**config.mk**
```make
export PLATFORM = sky130hd
export DESIGN_NAME = iox_expander
export DESIGN_NICKNAME = d
export VERILOG_FILES = /design/src/iox_pkg.sv /design/src/iox_expander.sv
export VERILOG_INCLUDE_DIRS = /design/src
export SDC_FILE = /design/constraint.sdc
export NUM_CORES = 1
export LEC_CHECK = 0
export BUFFER_PORTS_ARGS = -buffer_cell sky130_fd_sc_hd__buf_2
export CELL_PAD_IN_SITES_DETAIL_PLACEMENT = 0
export CELL_PAD_IN_SITES_GLOBAL_PLACEMENT = 2
export CORE_ASPECT_RATIO = 1.25
export CORE_MARGIN = 2
export CORE_UTILIZATION = 44
export CTS_CLUSTER_DIAMETER = 30
export CTS_CLUSTER_SIZE = 20
export DETAILED_ROUTE_END_ITERATION = 7
export HOLD_SLACK_MARGIN = 0.12
export PLACE_DENSITY = 0.93
export SLEW_MARGIN = 20
export SYNTH_ARGS = -nofsm -noshare
export SYNTH_HDL_FRONTEND = slang
export SYNTH_SLANG_ARGS = --single-unit
```
**constraint.sdc**
```tcl
create_clock -name ref_clk -period 5.1 [get_ports ref_clk]
set_input_delay 0.51 -clock ref_clk [delete_from_list [all_inputs] [get_ports ref_clk]]
set_output_delay 0.51 -clock ref_clk [all_outputs]
set_load 0.05 [all_outputs]
```
**src/iox_consts.svh**
```systemverilog
// Constants for the I2C port expander: address, command codes, reset values and timing.
`ifndef IOX_CONSTS_SVH
`define IOX_CONSTS_SVH

`define IOX_ADDR_BASE      6'h10
`define IOX_RW_BIT         0
`define IOX_CMD_INPUT0     8'h00
`define IOX_GRP_INPUT      2'h0
`define IOX_GRP_OUTPUT     2'h1
`define IOX_GRP_POLARITY   2'h2
`define IOX_GRP_CONFIG     2'h3
`define IOX_RST_OUTPUT     16'hFFFF
`define IOX_RST_POLARITY   16'h0000
`define IOX_RST_CONFIG     16'hFFFF
`define IOX_RST_CMD        8'h00
`define IOX_CLK_PERIOD_NS  4
`define IOX_ALERT_VALID_NS 4000
`define IOX_FILT_LEN       3

`endif

```
**src/iox_pkg.sv**
```systemverilog
// Types shared by the I2C port expander.
package iox_pkg;

    typedef enum logic [2:0] {
        IDLE,
        ADDR,
        ADDR_ACK,
        WR,
        WR_ACK,
        RD,
        RD_ACK
    } iox_state_type;

    typedef struct packed {
        logic scl;
        logic sda;
    } iox_bus_type;

    typedef struct packed {
        logic [15:0] outLatch;
        logic [15:0] polarity;
        logic [15:0] direction;
    } iox_regs_type;

endpackage

```
**src/iox_expander.sv**
```systemverilog
// I2C 16-bit port expander slave: reset, port drivers, change alert and bus framing.
`timescale 1ns/1ps
`include "iox_consts.svh"

module iox_expander #(
    parameter int unsigned FILT_LEN  = `IOX_FILT_LEN,
    parameter int unsigned ALERT_CYC = `IOX_ALERT_VALID_NS / `IOX_CLK_PERIOD_NS
) (
    input  wire logic                ref_clk,
    input  wire logic                arst_n,
    input  wire logic                portSupplyOk,
    input  wire logic                addrSel,
    input  wire iox_pkg::iox_bus_type busIn,
    output logic                     sdaOut,
    output logic                     sdaOe_n,
    input  wire logic [15:0]         portIn,
    output logic      [15:0]         portOut,
    output logic      [15:0]         portOe_n,
    output logic                     alertOut,
    output logic                     alertOe_n
);

    localparam int ALERT_CYC_I = ALERT_CYC;

    // Local aliases of the bus states, so the state machine reads without scoping.
    localparam iox_pkg::iox_state_type IDLE     = iox_pkg::IDLE;
    localparam iox_pkg::iox_state_type ADDR     = iox_pkg::ADDR;
    localparam iox_pkg::iox_state_type ADDR_ACK = iox_pkg::ADDR_ACK;
    localparam iox_pkg::iox_state_type WR       = iox_pkg::WR;
    localparam iox_pkg::iox_state_type WR_ACK   = iox_pkg::WR_ACK;
    localparam iox_pkg::iox_state_type RD       = iox_pkg::RD;
    localparam iox_pkg::iox_state_type RD_ACK   = iox_pkg::RD_ACK;

    ////////////////////////////////////////////////////////////////////////////////
    // Synchronisers and glitch filter.

    logic [1:0]          lnSync1;
    logic [1:0]          lnSync2;
    logic                lnFilt [2];
    logic [FILT_LEN-1:0] lnHist [2];
    logic [15:0]         portSync1;
    logic [15:0]         portSync2;
    logic                supSync1;
    logic                supSync2;
    logic                addrSync1;
    logic                addrSync2;

    always_ff @(posedge ref_clk or negedge arst_n) begin
        if (!arst_n) begin
            lnSync1   <= 2'h3;
            lnSync2   <= 2'h3;
            portSync1 <= 16'h0000;
            portSync2 <= 16'h0000;
            supSync1  <= 1'b0;
            supSync2  <= 1'b0;
            addrSync1 <= 1'b0;
            addrSync2 <= 1'b0;
        end else begin
            lnSync1   <= {busIn.scl, busIn.sda};
            lnSync2   <= lnSync1;
            portSync1 <= portIn;
            portSync2 <= portSync1;
            supSync1  <= portSupplyOk;
            supSync2  <= supSync1;
            addrSync1 <= addrSel;
            addrSync2 <= addrSync1;
        end
    end

    // A level is accepted only after it has held for the whole history window.
    for (genvar i = 0; i < 2; i++) begin : gFilt
        always_ff @(posedge ref_clk or negedge arst_n) begin
            if (!arst_n) begin
                lnHist[i] <= '1;
                lnFilt[i] <= 1'b1;
            end else begin
                lnHist[i] <= {lnHist[i][FILT_LEN-2:0], lnSync2[i]};
                if (&lnHist[i]) begin
                    lnFilt[i] <= 1'b1;
                end else if (~|lnHist[i]) begin
                    lnFilt[i] <= 1'b0;
                end
            end
        end
    end

    logic scl;
    logic sda;
    logic sclPrev;
    logic sdaPrev;
    logic sclRise;
    logic sclFall;
    logic startEvt;
    logic stopEvt;
    logic softRst;

    assign scl      = lnFilt[1];
    assign sda      = lnFilt[0];
    assign sclRise  = scl && !sclPrev;
    assign sclFall  = !scl && sclPrev;
    assign startEvt = scl && sclPrev && sdaPrev && !sda;
    assign stopEvt  = scl && sclPrev && !sdaPrev && sda;
    assign softRst  = !supSync2;

    always_ff @(posedge ref_clk or negedge arst_n) begin
        if (!arst_n) begin
            sclPrev <= 1'b1;
            sdaPrev <= 1'b1;
        end else begin
            sclPrev <= scl;
            sdaPrev <= sda;
        end
    end

    ////////////////////////////////////////////////////////////////////////////////
    // Bus state machine and registers.

    iox_pkg::iox_state_type state;
    iox_pkg::iox_regs_type  regs;
    logic [7:0]  cmd;
    logic [7:0]  shiftReg;
    logic [7:0]  txShift;
    logic [3:0]  bitCnt;
    logic        own;
    logic        rdDir;
    logic        firstByte;
    logic        nacked;
    logic        sdaLow;
    logic        ownStop;
    logic        readClr;
    logic        errClr;
    logic [15:0] inputVal;
    logic [7:0]  rdByte;
    logic [15:0] grpVal;
    logic        addrMatch;

    assign inputVal  = portSync2 ^ regs.polarity;
    assign addrMatch = shiftReg[7:1] == {`IOX_ADDR_BASE, addrSync2};

    always_comb begin
        unique case (cmd[2:1])
            `IOX_GRP_INPUT:  grpVal = inputVal;
            `IOX_GRP_OUTPUT: grpVal = regs.outLatch;
            `IOX_GRP_POLARITY: grpVal = regs.polarity;
            `IOX_GRP_CONFIG: grpVal = regs.direction;
        endcase
        rdByte = cmd[0] ? grpVal[15:8] : grpVal[7:0];
    end

    // Foreign read acknowledged while the pointer is 00h falsely clears the alert.
    assign errClr  = (state == ADDR_ACK) && sclRise && !own && shiftReg[`IOX_RW_BIT] && !sda
                     && (cmd == `IOX_CMD_INPUT0);
    assign readClr = (state == RD_ACK) && sclRise && (cmd[2:1] == `IOX_GRP_INPUT);
    // A nacked read is already idle when its stop arrives, so ownership decides alone.
    assign ownStop = stopEvt && own;

    always_ff @(posedge ref_clk or negedge arst_n) begin
        if (!arst_n) begin
            state     <= IDLE;
            bitCnt    <= 4'h0;
            shiftReg  <= 8'h00;
            txShift   <= 8'h00;
            own       <= 1'b0;
            rdDir     <= 1'b0;
            firstByte <= 1'b0;
            nacked    <= 1'b0;
            sdaLow    <= 1'b0;
        end else if (softRst) begin
            state     <= IDLE;
            bitCnt    <= 4'h0;
            own       <= 1'b0;
            nacked    <= 1'b0;
            sdaLow    <= 1'b0;
        end else if (startEvt) begin
            state  <= ADDR;
            bitCnt <= 4'h0;
            own    <= 1'b0;
            sdaLow <= 1'b0;
        end else if (stopEvt) begin
            state  <= IDLE;
            own    <= 1'b0;
            sdaLow <= 1'b0;
        end else if (sclRise) begin
            unique case (state)
                ADDR, WR: begin
                    shiftReg <= {shiftReg[6:0], sda};
                    bitCnt   <= bitCnt + 4'h1;
                end
                RD_ACK: nacked <= sda;
                default: ;
            endcase
        end else if (sclFall) begin
            unique case (state)
                ADDR: begin
                    if (bitCnt == 4'h8) begin
                        state  <= ADDR_ACK;
                        own    <= addrMatch;
                        rdDir  <= shiftReg[`IOX_RW_BIT];
                        sdaLow <= addrMatch;
                    end
                end
                ADDR_ACK: begin
                    if (!own) begin
                        state <= IDLE;
                        sdaLow <= 1'b0;
                    end else if (rdDir) begin
                        state   <= RD;
                        sdaLow  <= !rdByte[7];
                        txShift <= {rdByte[6:0], 1'b0};
                        bitCnt  <= 4'h1;
                    end else begin
                        state     <= WR;
                        sdaLow    <= 1'b0;
                        bitCnt    <= 4'h0;
                        firstByte <= 1'b1;
                    end
                end
                WR: begin
                    if (bitCnt == 4'h8) begin
                        state     <= WR_ACK;
                        sdaLow    <= 1'b1;
                        firstByte <= 1'b0;
                    end
                end
                WR_ACK: begin
                    state  <= WR;
                    sdaLow <= 1'b0;
                    bitCnt <= 4'h0;
                end
                RD: begin
                    if (bitCnt == 4'h8) begin
                        state  <= RD_ACK;
                        sdaLow <= 1'b0;
                    end else begin
                        sdaLow  <= !txShift[7];
                        txShift <= {txShift[6:0], 1'b0};
                        bitCnt  <= bitCnt + 4'h1;
                    end
                end
                RD_ACK: begin
                    if (nacked) begin
                        state  <= IDLE;
                        sdaLow <= 1'b0;
                    end else begin
                        state   <= RD;
                        sdaLow  <= !rdByte[7];
                        txShift <= {rdByte[6:0], 1'b0};
                        bitCnt  <= 4'h1;
                    end
                end
                default: ;
            endcase
        end
    end

    // The pointer toggles within its register pair after each data byte.
    always_ff @(posedge ref_clk or negedge arst_n) begin
        if (!arst_n) begin
            cmd            <= `IOX_RST_CMD;
            regs.outLatch  <= `IOX_RST_OUTPUT;
            regs.polarity  <= `IOX_RST_POLARITY;
            regs.direction <= `IOX_RST_CONFIG;
        end else if (softRst) begin
            cmd            <= `IOX_RST_CMD;
            regs.outLatch  <= `IOX_RST_OUTPUT;
            regs.polarity  <= `IOX_RST_POLARITY;
            regs.direction <= `IOX_RST_CONFIG;
        end else if (sclFall && !startEvt && !stopEvt) begin
            if (state == WR && bitCnt == 4'h8) begin
                if (firstByte) begin
                    cmd <= shiftReg;
                end else begin
                    unique case (cmd[2:1])
                        `IOX_GRP_OUTPUT: begin
                            if (cmd[0]) regs.outLatch[15:8] <= shiftReg;
                            else regs.outLatch[7:0] <= shiftReg;
                        end
                        `IOX_GRP_POLARITY: begin
                            if (cmd[0]) regs.polarity[15:8] <= shiftReg;
                            else regs.polarity[7:0] <= shiftReg;
                        end
                        `IOX_GRP_CONFIG: begin
                            if (cmd[0]) regs.direction[15:8] <= shiftReg;
                            else regs.direction[7:0] <= shiftReg;
                        end
                        default: ;
                    endcase
                    cmd <= {cmd[7:1], ~cmd[0]};
                end
            end else if ((state == RD_ACK && !nacked) || (state == ADDR_ACK && own && rdDir)) begin
                cmd <= {cmd[7:1], ~cmd[0]};
            end
        end
    end

    ////////////////////////////////////////////////////////////////////////////////
    // Change alert.

    logic [15:0] snap;
    logic [15:0] mismatch;
    logic        mismatchAny;
    logic        holdOff;
    logic        alert;
    logic [$clog2(ALERT_CYC+1)-1:0] alertCnt;

    // Only input-mode pins compare; switching a pin to input exposes any stale snapshot.
    assign mismatch    = (portSync2 ^ snap) & regs.direction;
    assign mismatchAny = |mismatch;

    always_ff @(posedge ref_clk or negedge arst_n) begin
        if (!arst_n) begin
            snap <= 16'h0000;
        end else if (softRst || readClr || ownStop || errClr) begin
            snap <= portSync2;
        end
    end

    // After our own transfer the alert stays quiet until one more SCL rise on an idle bus.
    always_ff @(posedge ref_clk or negedge arst_n) begin
        if (!arst_n) begin
            holdOff <= 1'b0;
        end else if (softRst) begin
            holdOff <= 1'b0;
        end else if (ownStop) begin
            holdOff <= 1'b1;
        end else if (sclRise && state == IDLE) begin
            holdOff <= 1'b0;
        end
    end

    always_ff @(posedge ref_clk or negedge arst_n) begin
        if (!arst_n) begin
            alertCnt <= '0;
            alert    <= 1'b0;
        end else if (softRst || !mismatchAny) begin
            alertCnt <= '0;
            alert    <= 1'b0;
        end else if (!holdOff && !alert) begin
            if (alertCnt == ($clog2(ALERT_CYC+1))'(ALERT_CYC - 1)) begin
                alert <= 1'b1;
            end else begin
                alertCnt <= alertCnt + 1'b1;
            end
        end
    end

    ////////////////////////////////////////////////////////////////////////////////
    // Pin drivers.

    assign sdaOut    = 1'b0;
    assign sdaOe_n   = !sdaLow;
    assign portOut   = regs.outLatch;
    assign portOe_n  = regs.direction;
    assign alertOut  = 1'b0;
    assign alertOe_n = !alert;
endmodule // iox_expander

```
# Word-level counts from Yosys, hierarchy flattened
# Cells that the tools add are included.
dict set report word_totals {
  register_bits 162
  latch_bits 0
  ram_bits 0
  rom_bits 0
  inputBits 22
  output_inout_bits 36
  word_cells 254
  memories 0
}
dict set report classes {
  addsub 2
  mul 0
  n_div 0
  magnitude_cmp 0
  eq_ne 51
  shifts 0
  muxes 84
  n_bitwise 7
  reduce_logical 75
}
# op n
set op_table {}
lappend op_table {{48-bit two-way mux} 4}
lappend op_table {{8-bit two-way mux} 11}
lappend op_table {{16-bit case mux with 4 select lines} 1}
lappend op_table {{16-bit two-way mux} 3}
lappend op_table {{5-bit AND reduction} 8}
lappend op_table {{1-bit two-way mux} 37}
lappend op_table {{4-bit two-way mux} 9}
lappend op_table {{3-bit two-way mux} 11}
lappend op_table {{16-bit XOR} 2}
lappend op_table {{10-bit two-way mux} 3}
lappend op_table {{5-bit != test, second input constant} 5}
lappend op_table {{2-bit != test, second input constant} 12}
lappend op_table {{8-bit case mux with 3 select lines} 1}
lappend op_table {{1-bit logical AND} 23}
lappend op_table {{2-bit by 1-bit != test with 1-bit output, second input constant} 10}
lappend op_table {{3-bit case mux with 6 select lines} 1}
lappend op_table {{16-bit AND} 1}
lappend op_table {{4-bit by 1-bit != test with 1-bit output, second input constant} 4}
lappend op_table {{4-bit case mux with 4 select lines} 1}
lappend op_table {{16-bit OR reduction} 1}
lappend op_table {{1-bit logical NOT} 15}
lappend op_table {{7-bit AND reduction} 2}
lappend op_table {{10-bit by 1-bit adder with 10-bit output, second input constant} 1}
lappend op_table {{10-bit equality test, second input constant} 1}
lappend op_table {{other kinds (31)} 52}

# Depth between registers and ports, before layout
# Gate-level depths: netlist of the first run.
dict set report depth {
  depth_word 12
  depth_mapped 8
}

# Least setup slack after synthesis of the first run
# Ideal clock, no wire load.
dict set report synth_path {
  path_kind {register to register}
  from {register lnFilt, in the netlist sda}
  to {register snap[10]}
  arrival_time_ps 1768
  setup_slack_ps 3207
  stages_incl_launch_ff 7
  n_path_buf 2
  period_less_slack_ps 1893
  cell_sequence {dfstp_2 > buf_2 > nand2_1 > or3_1 > o211ai_2 > buf_4 > mux2_2}
}
dict set report synth_between {
  elab_chain_len 4
  word_cells_on_any_way 7
}
# item line_no
set synth_rtl {}
lappend synth_rtl {{from (decl)} iox_expander.sv:39} ;# logic lnFilt [2];
lappend synth_rtl {{from (signal, indexed assignment)} iox_expander.sv:75} ;# lnFilt[i] <= 1'b1;
lappend synth_rtl {{from (signal, indexed assignment)} iox_expander.sv:79} ;# lnFilt[i] <= 1'b1;
lappend synth_rtl {{from (signal, indexed assignment)} iox_expander.sv:81} ;# lnFilt[i] <= 1'b0;
lappend synth_rtl {{1-bit logical AND or 1-bit logical NOT (tied branches)} {iox_expander.sv:102, iox_expander.sv:151}}
lappend synth_rtl {{1-bit logical AND (on tied branches)} {iox_expander.sv:155, iox_expander.sv:151}}
lappend synth_rtl {{1-bit logical OR or 1-bit logical AND (tied branches)} {iox_expander.sv:313, iox_expander.sv:151}}
lappend synth_rtl {{1-bit logical OR *} iox_expander.sv:313} ;# end else if (softRst || readClr || ownStop || errClr) begin
lappend synth_rtl {{to (signal assigned)} iox_expander.sv:314} ;# snap <= portSync2;
lappend synth_rtl {{to (decl)} iox_expander.sv:299} ;# logic [15:0] snap;
# Every way passes the cells marked *; elsewhere a longest branch is shown, timed or not.
# A chain may end at the register's enable or synchronous reset.

# Worst setup path after layout of the first run
dict set report layout_path {
  from {register bitCnt[0]}
  to {register regs, in the netlist portOe_n[4]}
}
dict set report layout_between {
  elab_chain_len 4
}
# item line_no
set layout_rtl {}
lappend layout_rtl {{from (decl)} iox_expander.sv:123} ;# logic [3:0] bitCnt;
lappend layout_rtl {{from (signal assigned)} iox_expander.sv:187} ;# bitCnt <= bitCnt + 4'h1;
lappend layout_rtl {{from (signal assigned)} iox_expander.sv:237} ;# bitCnt <= bitCnt + 4'h1;
lappend layout_rtl {{4-bit equality test} iox_expander.sv:269} ;# if (state == WR && bitCnt == 4'h8) begin
lappend layout_rtl {{1-bit logical AND} iox_expander.sv:269}
lappend layout_rtl {{2-bit by 1-bit != test with 1-bit output (no line)} n/a}
lappend layout_rtl {{5-bit AND reduction (no line)} n/a}
lappend layout_rtl {{to (decl)} iox_expander.sv:119} ;# iox_pkg::iox_regs_type regs;
# No other way between the ends.

==> results of run 1 <==
final cells by class:
cell class	count	area [sq um]	area share [%]
Sequential cell	161	4086	48.19
Multi-Input combinational cell	439	3207	37.82
Clock buffer	20	446.7	5.268
Timing Repair Buffer	60	321.6	3.792
Tap cell	224	280.3	3.305
Clock inverter	11	81.33	0.9591
Inverter	15	56.30	0.6640
worst min path at each step:
stage	from	end	slack, ns	cells past startpoint
finish	busIn[0]	lnSync1[0]$_DFF_PN1_	0.19	1
global route	portIn[14]	portSync1[14]$_DFF_PN0_	0.17	1
CTS	portIn[14]	portSync1[14]$_DFF_PN0_	0.18	1
detailed placement	portSync1[14]$_DFF_PN0_	portSync2[14]$_DFF_PN0_	0.34	0
global placement	portSync1[4]$_DFF_PN0_	portSync2[4]$_DFF_PN0_	0.33	0
floorplan	arst_n	addrSync1$_DFF_PN0_	0.21	0
Yosys cell counts (3+ instances only):
master	count	share of area, %
o21ai_0	19	1.2
xor2_1	28	3.1
dfstp_2	46	15
xnor2_1	13	1.5
clkbuf_1	8	0.38
nand3b_1	3	0.29
mux2i_1	57	7.3
nand4_1	6	0.48
o31ai_1	4	0.38
nand2b_1	12	0.96
buf_2	14	0.89
nor2b_1	7	0.56
a31oi_1	6	0.48
inv_1	14	0.67
nand3_1	16	1.0
buf_4	41	3.9
a221oi_1	4	0.45
a211oi_1	4	0.38
ha_1	3	0.48
nor2_1	56	2.7
buf_6	7	1.0
dfrtp_1	115	37
mux2_2	28	4.0
mux4_2	9	2.6
nand2_1	68	3.3
and3_1	3	0.24
a21oi_1	26	1.7
a22oi_1	9	0.86
nor3_1	5	0.32
stage by stage:
| stage | util (%) | setup slack [ns] | cell area, sq um |
|---|---|---|---|
| final | 48.64 | 2.425 | 8479 |
| after CTS | 48.63 | 2.432 | 8477 |
| after floorplan | - | 3.207 | 7840 |
| after global routing | 48.64 | 2.200 | 8479 |
| after detailed placement | 45.60 | 2.486 | 7949 |
| after global placement | 45.60 | 2.536 | 7949 |
flip-flops by register name (all words and copies together), names as in the netlist, 2 cells and up:
signal,flops
regs,16
bitCnt,4
lnHist,6
state,3
shiftReg,8
lnSync1,2
snap,16
cmd,8
portSync2,16
lnSync2,2
portSync1,16
alertCnt,10
portOut,16
portOe_n,16
txShift,7
per-layer routing:
layer	vias up	routed length [um]	GRT usage, %
met5	-	0	0
met4	0	643	7.900
met3	35	617	3.769
met2	124	9596	35.19
met1	2645	7505	25.66
li1	2373	-	-
worst max-delay path, stage by stage (launching register included):
cell and delay (ns):
dfrtp_1 0.42, inv_1 0.08, ha_1 0.16, nand3b_1 0.27, nor3_2 0.83, nand4_2 0.46, mux2i_1 0.29, nand2_1 0.08
kinds of logic after synthesis:
| family | after synthesis | synth area share (%) |
|---|---|---|
| compound gates | 96 | 8.159 |
| xor+xnor | 41 | 4.583 |
| fa+ha+maj | 3 | 0.4791 |
| buf+inv | 86 | 6.978 |
| flops | 161 | 52.15 |
| mux | 94 | 13.89 |
| other cells | 1 | 0.04785 |
| simple gates | 203 | 13.72 |
power by group through the flow:
| stage | Clock, mW | Sequential (mW) | Combinational (mW) |
|---|---|---|---|
| 5_1_grt | 1.24 | 1.38 | 0.174 |
| 3_5_place_dp | 0 | 1.40 | 0.157 |
| 4_1_cts | 1.18 | 1.38 | 0.158 |
| 2_1_floorplan | 0 | 1.37 | 0.112 |
| 3_3_place_gp | 0 | 1.39 | 0.153 |
| 6_report | 1.15 | 1.38 | 0.155 |
cell usage in the layout (no fill, tap or decap), types with 3 or more instances in the layout:
cell	n
nor2_1	56
and3_1	3
nand3b_1	3
clkbuf_16	17
a22oi_1	9
inv_1	14
mux4_2	9
mux2i_1	57
buf_2	54
o31ai_1	4
a221oi_1	4
a211oi_1	4
dfrtp_1	115
ha_1	3
mux2_2	28
a31oi_1	6
xnor2_1	13
a21oi_1	26
o21ai_0	19
clkinv_2	4
nand3_1	16
inv_6	3
buf_4	5
nor2b_1	7
nand2b_1	12
nand2_1	68
nand4_1	6
nor3_1	5
dfstp_2	46
xor2_1	28
==> out/qor.yml, run 1 <==
die:
  die_area_sq_mm: 0.01890
  num_rows: 54
  fp.dieH_um: 153.2
  start_util_pct: 44.95
  core_area_sq_mm: 0.01743
  num_io_pins: 58
  die_w_um: 123.4
timing:
  fin_hold_ws_ns: 0.1909
  setup_viol: 0
  rsz0062_at_grt: "no"
  hold_viol: 0
  period_minus_slack_ns: 2.675
  skew_ns: 0.006692
  worst_slew_pin_slew_ns: 0.9894
  slew_headroom_pct: 33.85
  fin_setup_tns_ns: 0
  fmax_mhz: 373.9
  slew_viol_final: 0
  min_period_over_period_pct: 52.45
route:
  wirelength_um: 18360
  first_iter_violations: 487
  routed_via_density: 5.567
  num_vias: 5177
  drtAntennaViolNets: 0
  drc: 0
  wl_per_cell_um: 19.75
  drt_first_pass_iters: 5
outcome:
  outcome: "finished, final reports clean"
pwr:
  p_per_area_mw_per_mm2: 315.9
  netSwitchingFraction_pct: 24.38
  clkPwrFrac_pct: 42.9
  peakVddDrop_mv: 0.2076
  p_leak_nw: 3.735
  p_total_mw: 2.679
  pwr-share-seq_pct: 51.3
  combinationalPowerShare_pct: 5.8
  switching_power_mw: 0.6531
  internal_power_mw: 2.025
clocking:
  cts_buffers: 17
  clk_latency_ns: 0.42
  cts_tree: "yes"
  clockRootBuffer: "clkbuf_16"
  cts_buffer_depth: 2
  cts_max_level: 4
  hold_buffers: 0
  cts_num_sinks: 161
  postCtsSetupBuffers: 0
  path_clk_slew_ns: 0.06
  ctsResizeCount: 0
placed_design:
  place.gp.congestion: 0.8924
  dp.cells: 899
  io_buffers: 55
  dp_hpwl_um: 12610
job:
  drv_cap: 0
setup_path:
  startpoint_type: "register"
  critPathMaxFanout: 12
  reg2reg_depth: 7
  r2r_end: "portOe_n[4]$_DFFE_PN1P_"
  cp.arrival_ns: 3.00
  r2r_start: "bitCnt[0]$_DFFE_PN0P_"
  cp-endpoint: "portOe_n[4]$_DFFE_PN1P_"
  r2r_slack_ns: 2.43
  cp-end-kind: "register"
  startpoint: "bitCnt[0]$_DFFE_PN0P_"
  path_class: "register to register"
  crit_required_ns: 5.43
synthesis:
  async_flop_share_pct: 100.0
  synth-edff-count: 0
  synth_seq_cells: 161
  yosysUniqueCellTypes: 68
  yosysSeqAreaShare_pct: 52.15
  yosysWarnings: 0
  syn_area_sq_mm: 0.007836
  synthFlopType: "dfrtp_1"
  syn_inst: 685
  postSynthAreaPerCell_sq_um: 11.44
finish:
  num-nets-final: 719
  num_antenna_cells: 0
  nFillCells: 1597
  final_cells: 930
  area_growth_syn_to_layout_pct: 8.207
  final_layout_size_suffix_gt1_share_pct: 26.49
global_routing:
  grt_max_degree: 112
  grt_pass1_vias: 5277
  grt_pass1_wl_um: 29490
  track_usage_pct: 20.62
  antenna_found_initial: 0
  grt-ovfl-total: 0
min_path:
  hp-class: "input port to register"
Power figures use the tool's default switching activity.
==> run 2: changes to the inputs <==
--- a/config.mk
+++ b/config.mk
@@ -11,12 +11,12 @@
 export CELL_PAD_IN_SITES_GLOBAL_PLACEMENT = 2
 export CORE_ASPECT_RATIO = 1.25
 export CORE_MARGIN = 2
-export CORE_UTILIZATION = 44
+export CORE_UTILIZATION = 37
 export CTS_CLUSTER_DIAMETER = 30
 export CTS_CLUSTER_SIZE = 20
 export DETAILED_ROUTE_END_ITERATION = 7
 export HOLD_SLACK_MARGIN = 0.12
-export PLACE_DENSITY = 0.93
+export PLACE_DENSITY = 0.84
 export SLEW_MARGIN = 20
 export SYNTH_ARGS = -nofsm -noshare
 export SYNTH_HDL_FRONTEND = slang
==> constraint.sdc (replaced) <==
create_clock -name ref_clk -period 2.3 [get_ports ref_clk]
set_input_delay 0.23 -clock ref_clk [delete_from_list [all_inputs] [get_ports ref_clk]]
set_output_delay 0.23 -clock ref_clk [all_outputs]
set_load 0.05 [all_outputs]
==> out/qor.yml, run 2 (same netlist as run 1, synthesis figures left out) <==
outcome:
  outcome: "finished, final reports clean"
setup_path:
  reg2reg_depth: 5  # -2
  startpoint_type: "register"
  crit_chain: "or4_4 -> nor4b_2 -> o2111ai_1 -> a21oi_1 -> a21o_1"
  r2r_slack_ns: 0.21  # -2.21 ns
  critPathMaxStageDelay_ns: 0.57  # -0.26 ns
  cp-end-kind: "register"
  path_class: "register to register"
  crit_slowest_cell: "or4_4"
  crit_required_ns: 2.67  # -2.76 ns
  critPathMaxFanout: 10  # -2
  cp.arrival_ns: 2.45  # -0.55 ns
clocking:
  cts_max_level: 4  # unchanged
  cts_tree: "yes"
  path_clk_slew_ns: 0.07  # about the same
  cts_buffer_depth: 2  # unchanged
  clk_latency_ns: 0.43  # about the same
  postCtsSetupBuffers: 0  # unchanged
  cts_buffers: 17  # unchanged
  clockRootBuffer: "clkbuf_16"
  cts_num_sinks: 161  # unchanged
global_routing:
  antenna_found_initial: 0  # unchanged
  grt-ovfl-total: 0  # unchanged
  grt_pass1_wl_um: 30610  # +3.8%
  grt_max_degree: 76  # -32%
  grt_pass1_vias: 5561  # +5.4%
  track_usage_pct: 17.82  # -2.8 points
die:
  fp.dieH_um: 166.7  # +8.8%
  core_area_sq_mm: 0.02082  # +19%
  num_io_pins: 58  # unchanged
  die_area_sq_mm: 0.02237  # +18%
  start_util_pct: 37.64  # -7.3 points
  num_rows: 59  # +9.3%
  die_w_um: 134.2  # +8.8%
finish:
  final_layout_size_suffix_gt1_share_pct: 28.72  # +2.2 points
  final_cell_mix: "dfrtp_1, nand2_1, mux2i_1"
  final_cells: 1026  # +10%
  nFillCells: 2001  # +25%
  multi_input_area_sq_mm: 0.003212  # +0.16%
  final_common_cell: "dfrtp_1"
  regArea_sq_mm: 0.004088  # about the same
  area_growth_syn_to_layout_pct: 15.50
  num_antenna_cells: 0  # unchanged
  num-nets-final: 764  # +6.3%
timing:
  min_period_over_period_pct: 90.74  # +38 points
  period_minus_slack_ns: 2.087  # -0.5879 ns
  hold_viol: 0  # unchanged
  setup_viol: 0  # unchanged
  skew_ns: 0.01070  # +0.004013 ns
  worst_slew_pin_slew_ns: 0.7492  # -0.2402 ns
  slew_viol_final: 0  # unchanged
  slew_headroom_pct: 49.52  # +16 points
  rsz0062_at_grt: "no"
  fin_setup_tns_ns: 0  # unchanged
  fmax_mhz: 479.2  # +28%
pwr:
  peakVddDrop_mv: 0.4716  # +130%
  p_leak_nw: 3.989  # +6.8%
  p_per_area_mw_per_mm2: 692.5  # +120%
route:
  drt_first_pass_iters: 5  # unchanged
  drc: 0  # unchanged
  first_iter_violations: 419  # -14%
  wl_per_cell_um: 18.57  # -6.0%
  routed_via_density: 5.216  # -6.3%
  drtAntennaViolNets: 0  # unchanged
  num_vias: 5352  # +3.4%
  wirelength_um: 19050  # +3.8%
job:
  drv_cap: 0  # unchanged
placed_design:
  dp_hpwl_um: 13570  # +7.6%
  dp.cells: 973  # +8.2%
  io_buffers: 55  # unchanged
  place.gp.congestion: 0.8354  # -6.4%
min_path:
  hp-class: "input port to async pin"
run 2: final cells by class:
type / count / share of cell area [%]
repair buffers: 105 / 8.391
well taps: 274 / 3.788
multi-input cells: 439 / 35.49
flip-flops and latches: 161 / 45.16
clock buffers: 17 / 4.700
inverters: 15 / 0.6221
clock inverters: 15 / 1.852
run 2: power by group:
part	leakage (nW)	total, mW	switching, mW	internal [mW]
clock network	0.294	2.82	1.27	1.55
logic	1.73	0.426	0.240	0.186
registers	1.97	3.02	0.0832	2.94
total	3.99	6.27	1.60	4.67
run 2: worst max-delay path, delay by kind of cell (launching register included):
family / cells / cell delay, ns
flip-flops: 1 / 0.49
AND/OR/NAND/NOR: 2 / 1.03
AO/OA/AOI/OAI: 3 / 0.51
run 2: per-layer routing:
metal  vias to the layer above  GRT usage [%]  wire length, um
met5                         -              0                0
met4                         0          8.330              726
met3                        39          3.957              748
met2                       143          30.90             9809
met1                      2707          20.84             7768
li1                       2463              -                -
run 2: what timing repair did:
| action | CTS | global route |
|---|---|---|
| resized for setup | 0 | 2 |
| endpoints found under the hold margin | 85 | 0 |
| hold buffers | 21 | 0 |
| setup endpoints to repair | 0 | 6 |
run 2: path summary, 6_finish.rpt:
| check | end | startpoint |
|---|---|---|
| max | sdaLow$_DFFE_PN0P_ | shiftReg[5]$_DFFE_PN0P_ |
| min | bitCnt[1]$_DFFE_PN0P_ | arst_n |
| max reg2reg | sdaLow$_DFFE_PN0P_ | shiftReg[5]$_DFFE_PN0P_ |
| min reg2reg | addrSync2$_DFF_PN0_ | addrSync1$_DFF_PN0_ |
| max in group asynchronous | portOe_n[1]$_DFFE_PN1P_ | arst_n |
| min in group ref_clk | addrSync2$_DFF_PN0_ | addrSync1$_DFF_PN0_ |
run 2: metrics by stage:
step | hold WS (ns) | setup WS [ns] | power [mW] | instance area (sq um) | util (%)
3_5_place_dp | 0.1500 | 0.1783 | 3.477 | 8242 | 39.59
5_1_grt | 0.2853 | 0.07435 | 6.530 | 9051 | 43.48
2_1_floorplan | -0.06559 | 0.4071 | 3.286 | 7840 | -
4_1_cts | 0.2739 | 0.1538 | 6.356 | 9045 | 43.45
6_report | 0.2653 | 0.2131 | 6.268 | 9051 | 43.48
3_3_place_gp | 0.1476 | 0.1756 | 3.464 | 8242 | 39.59
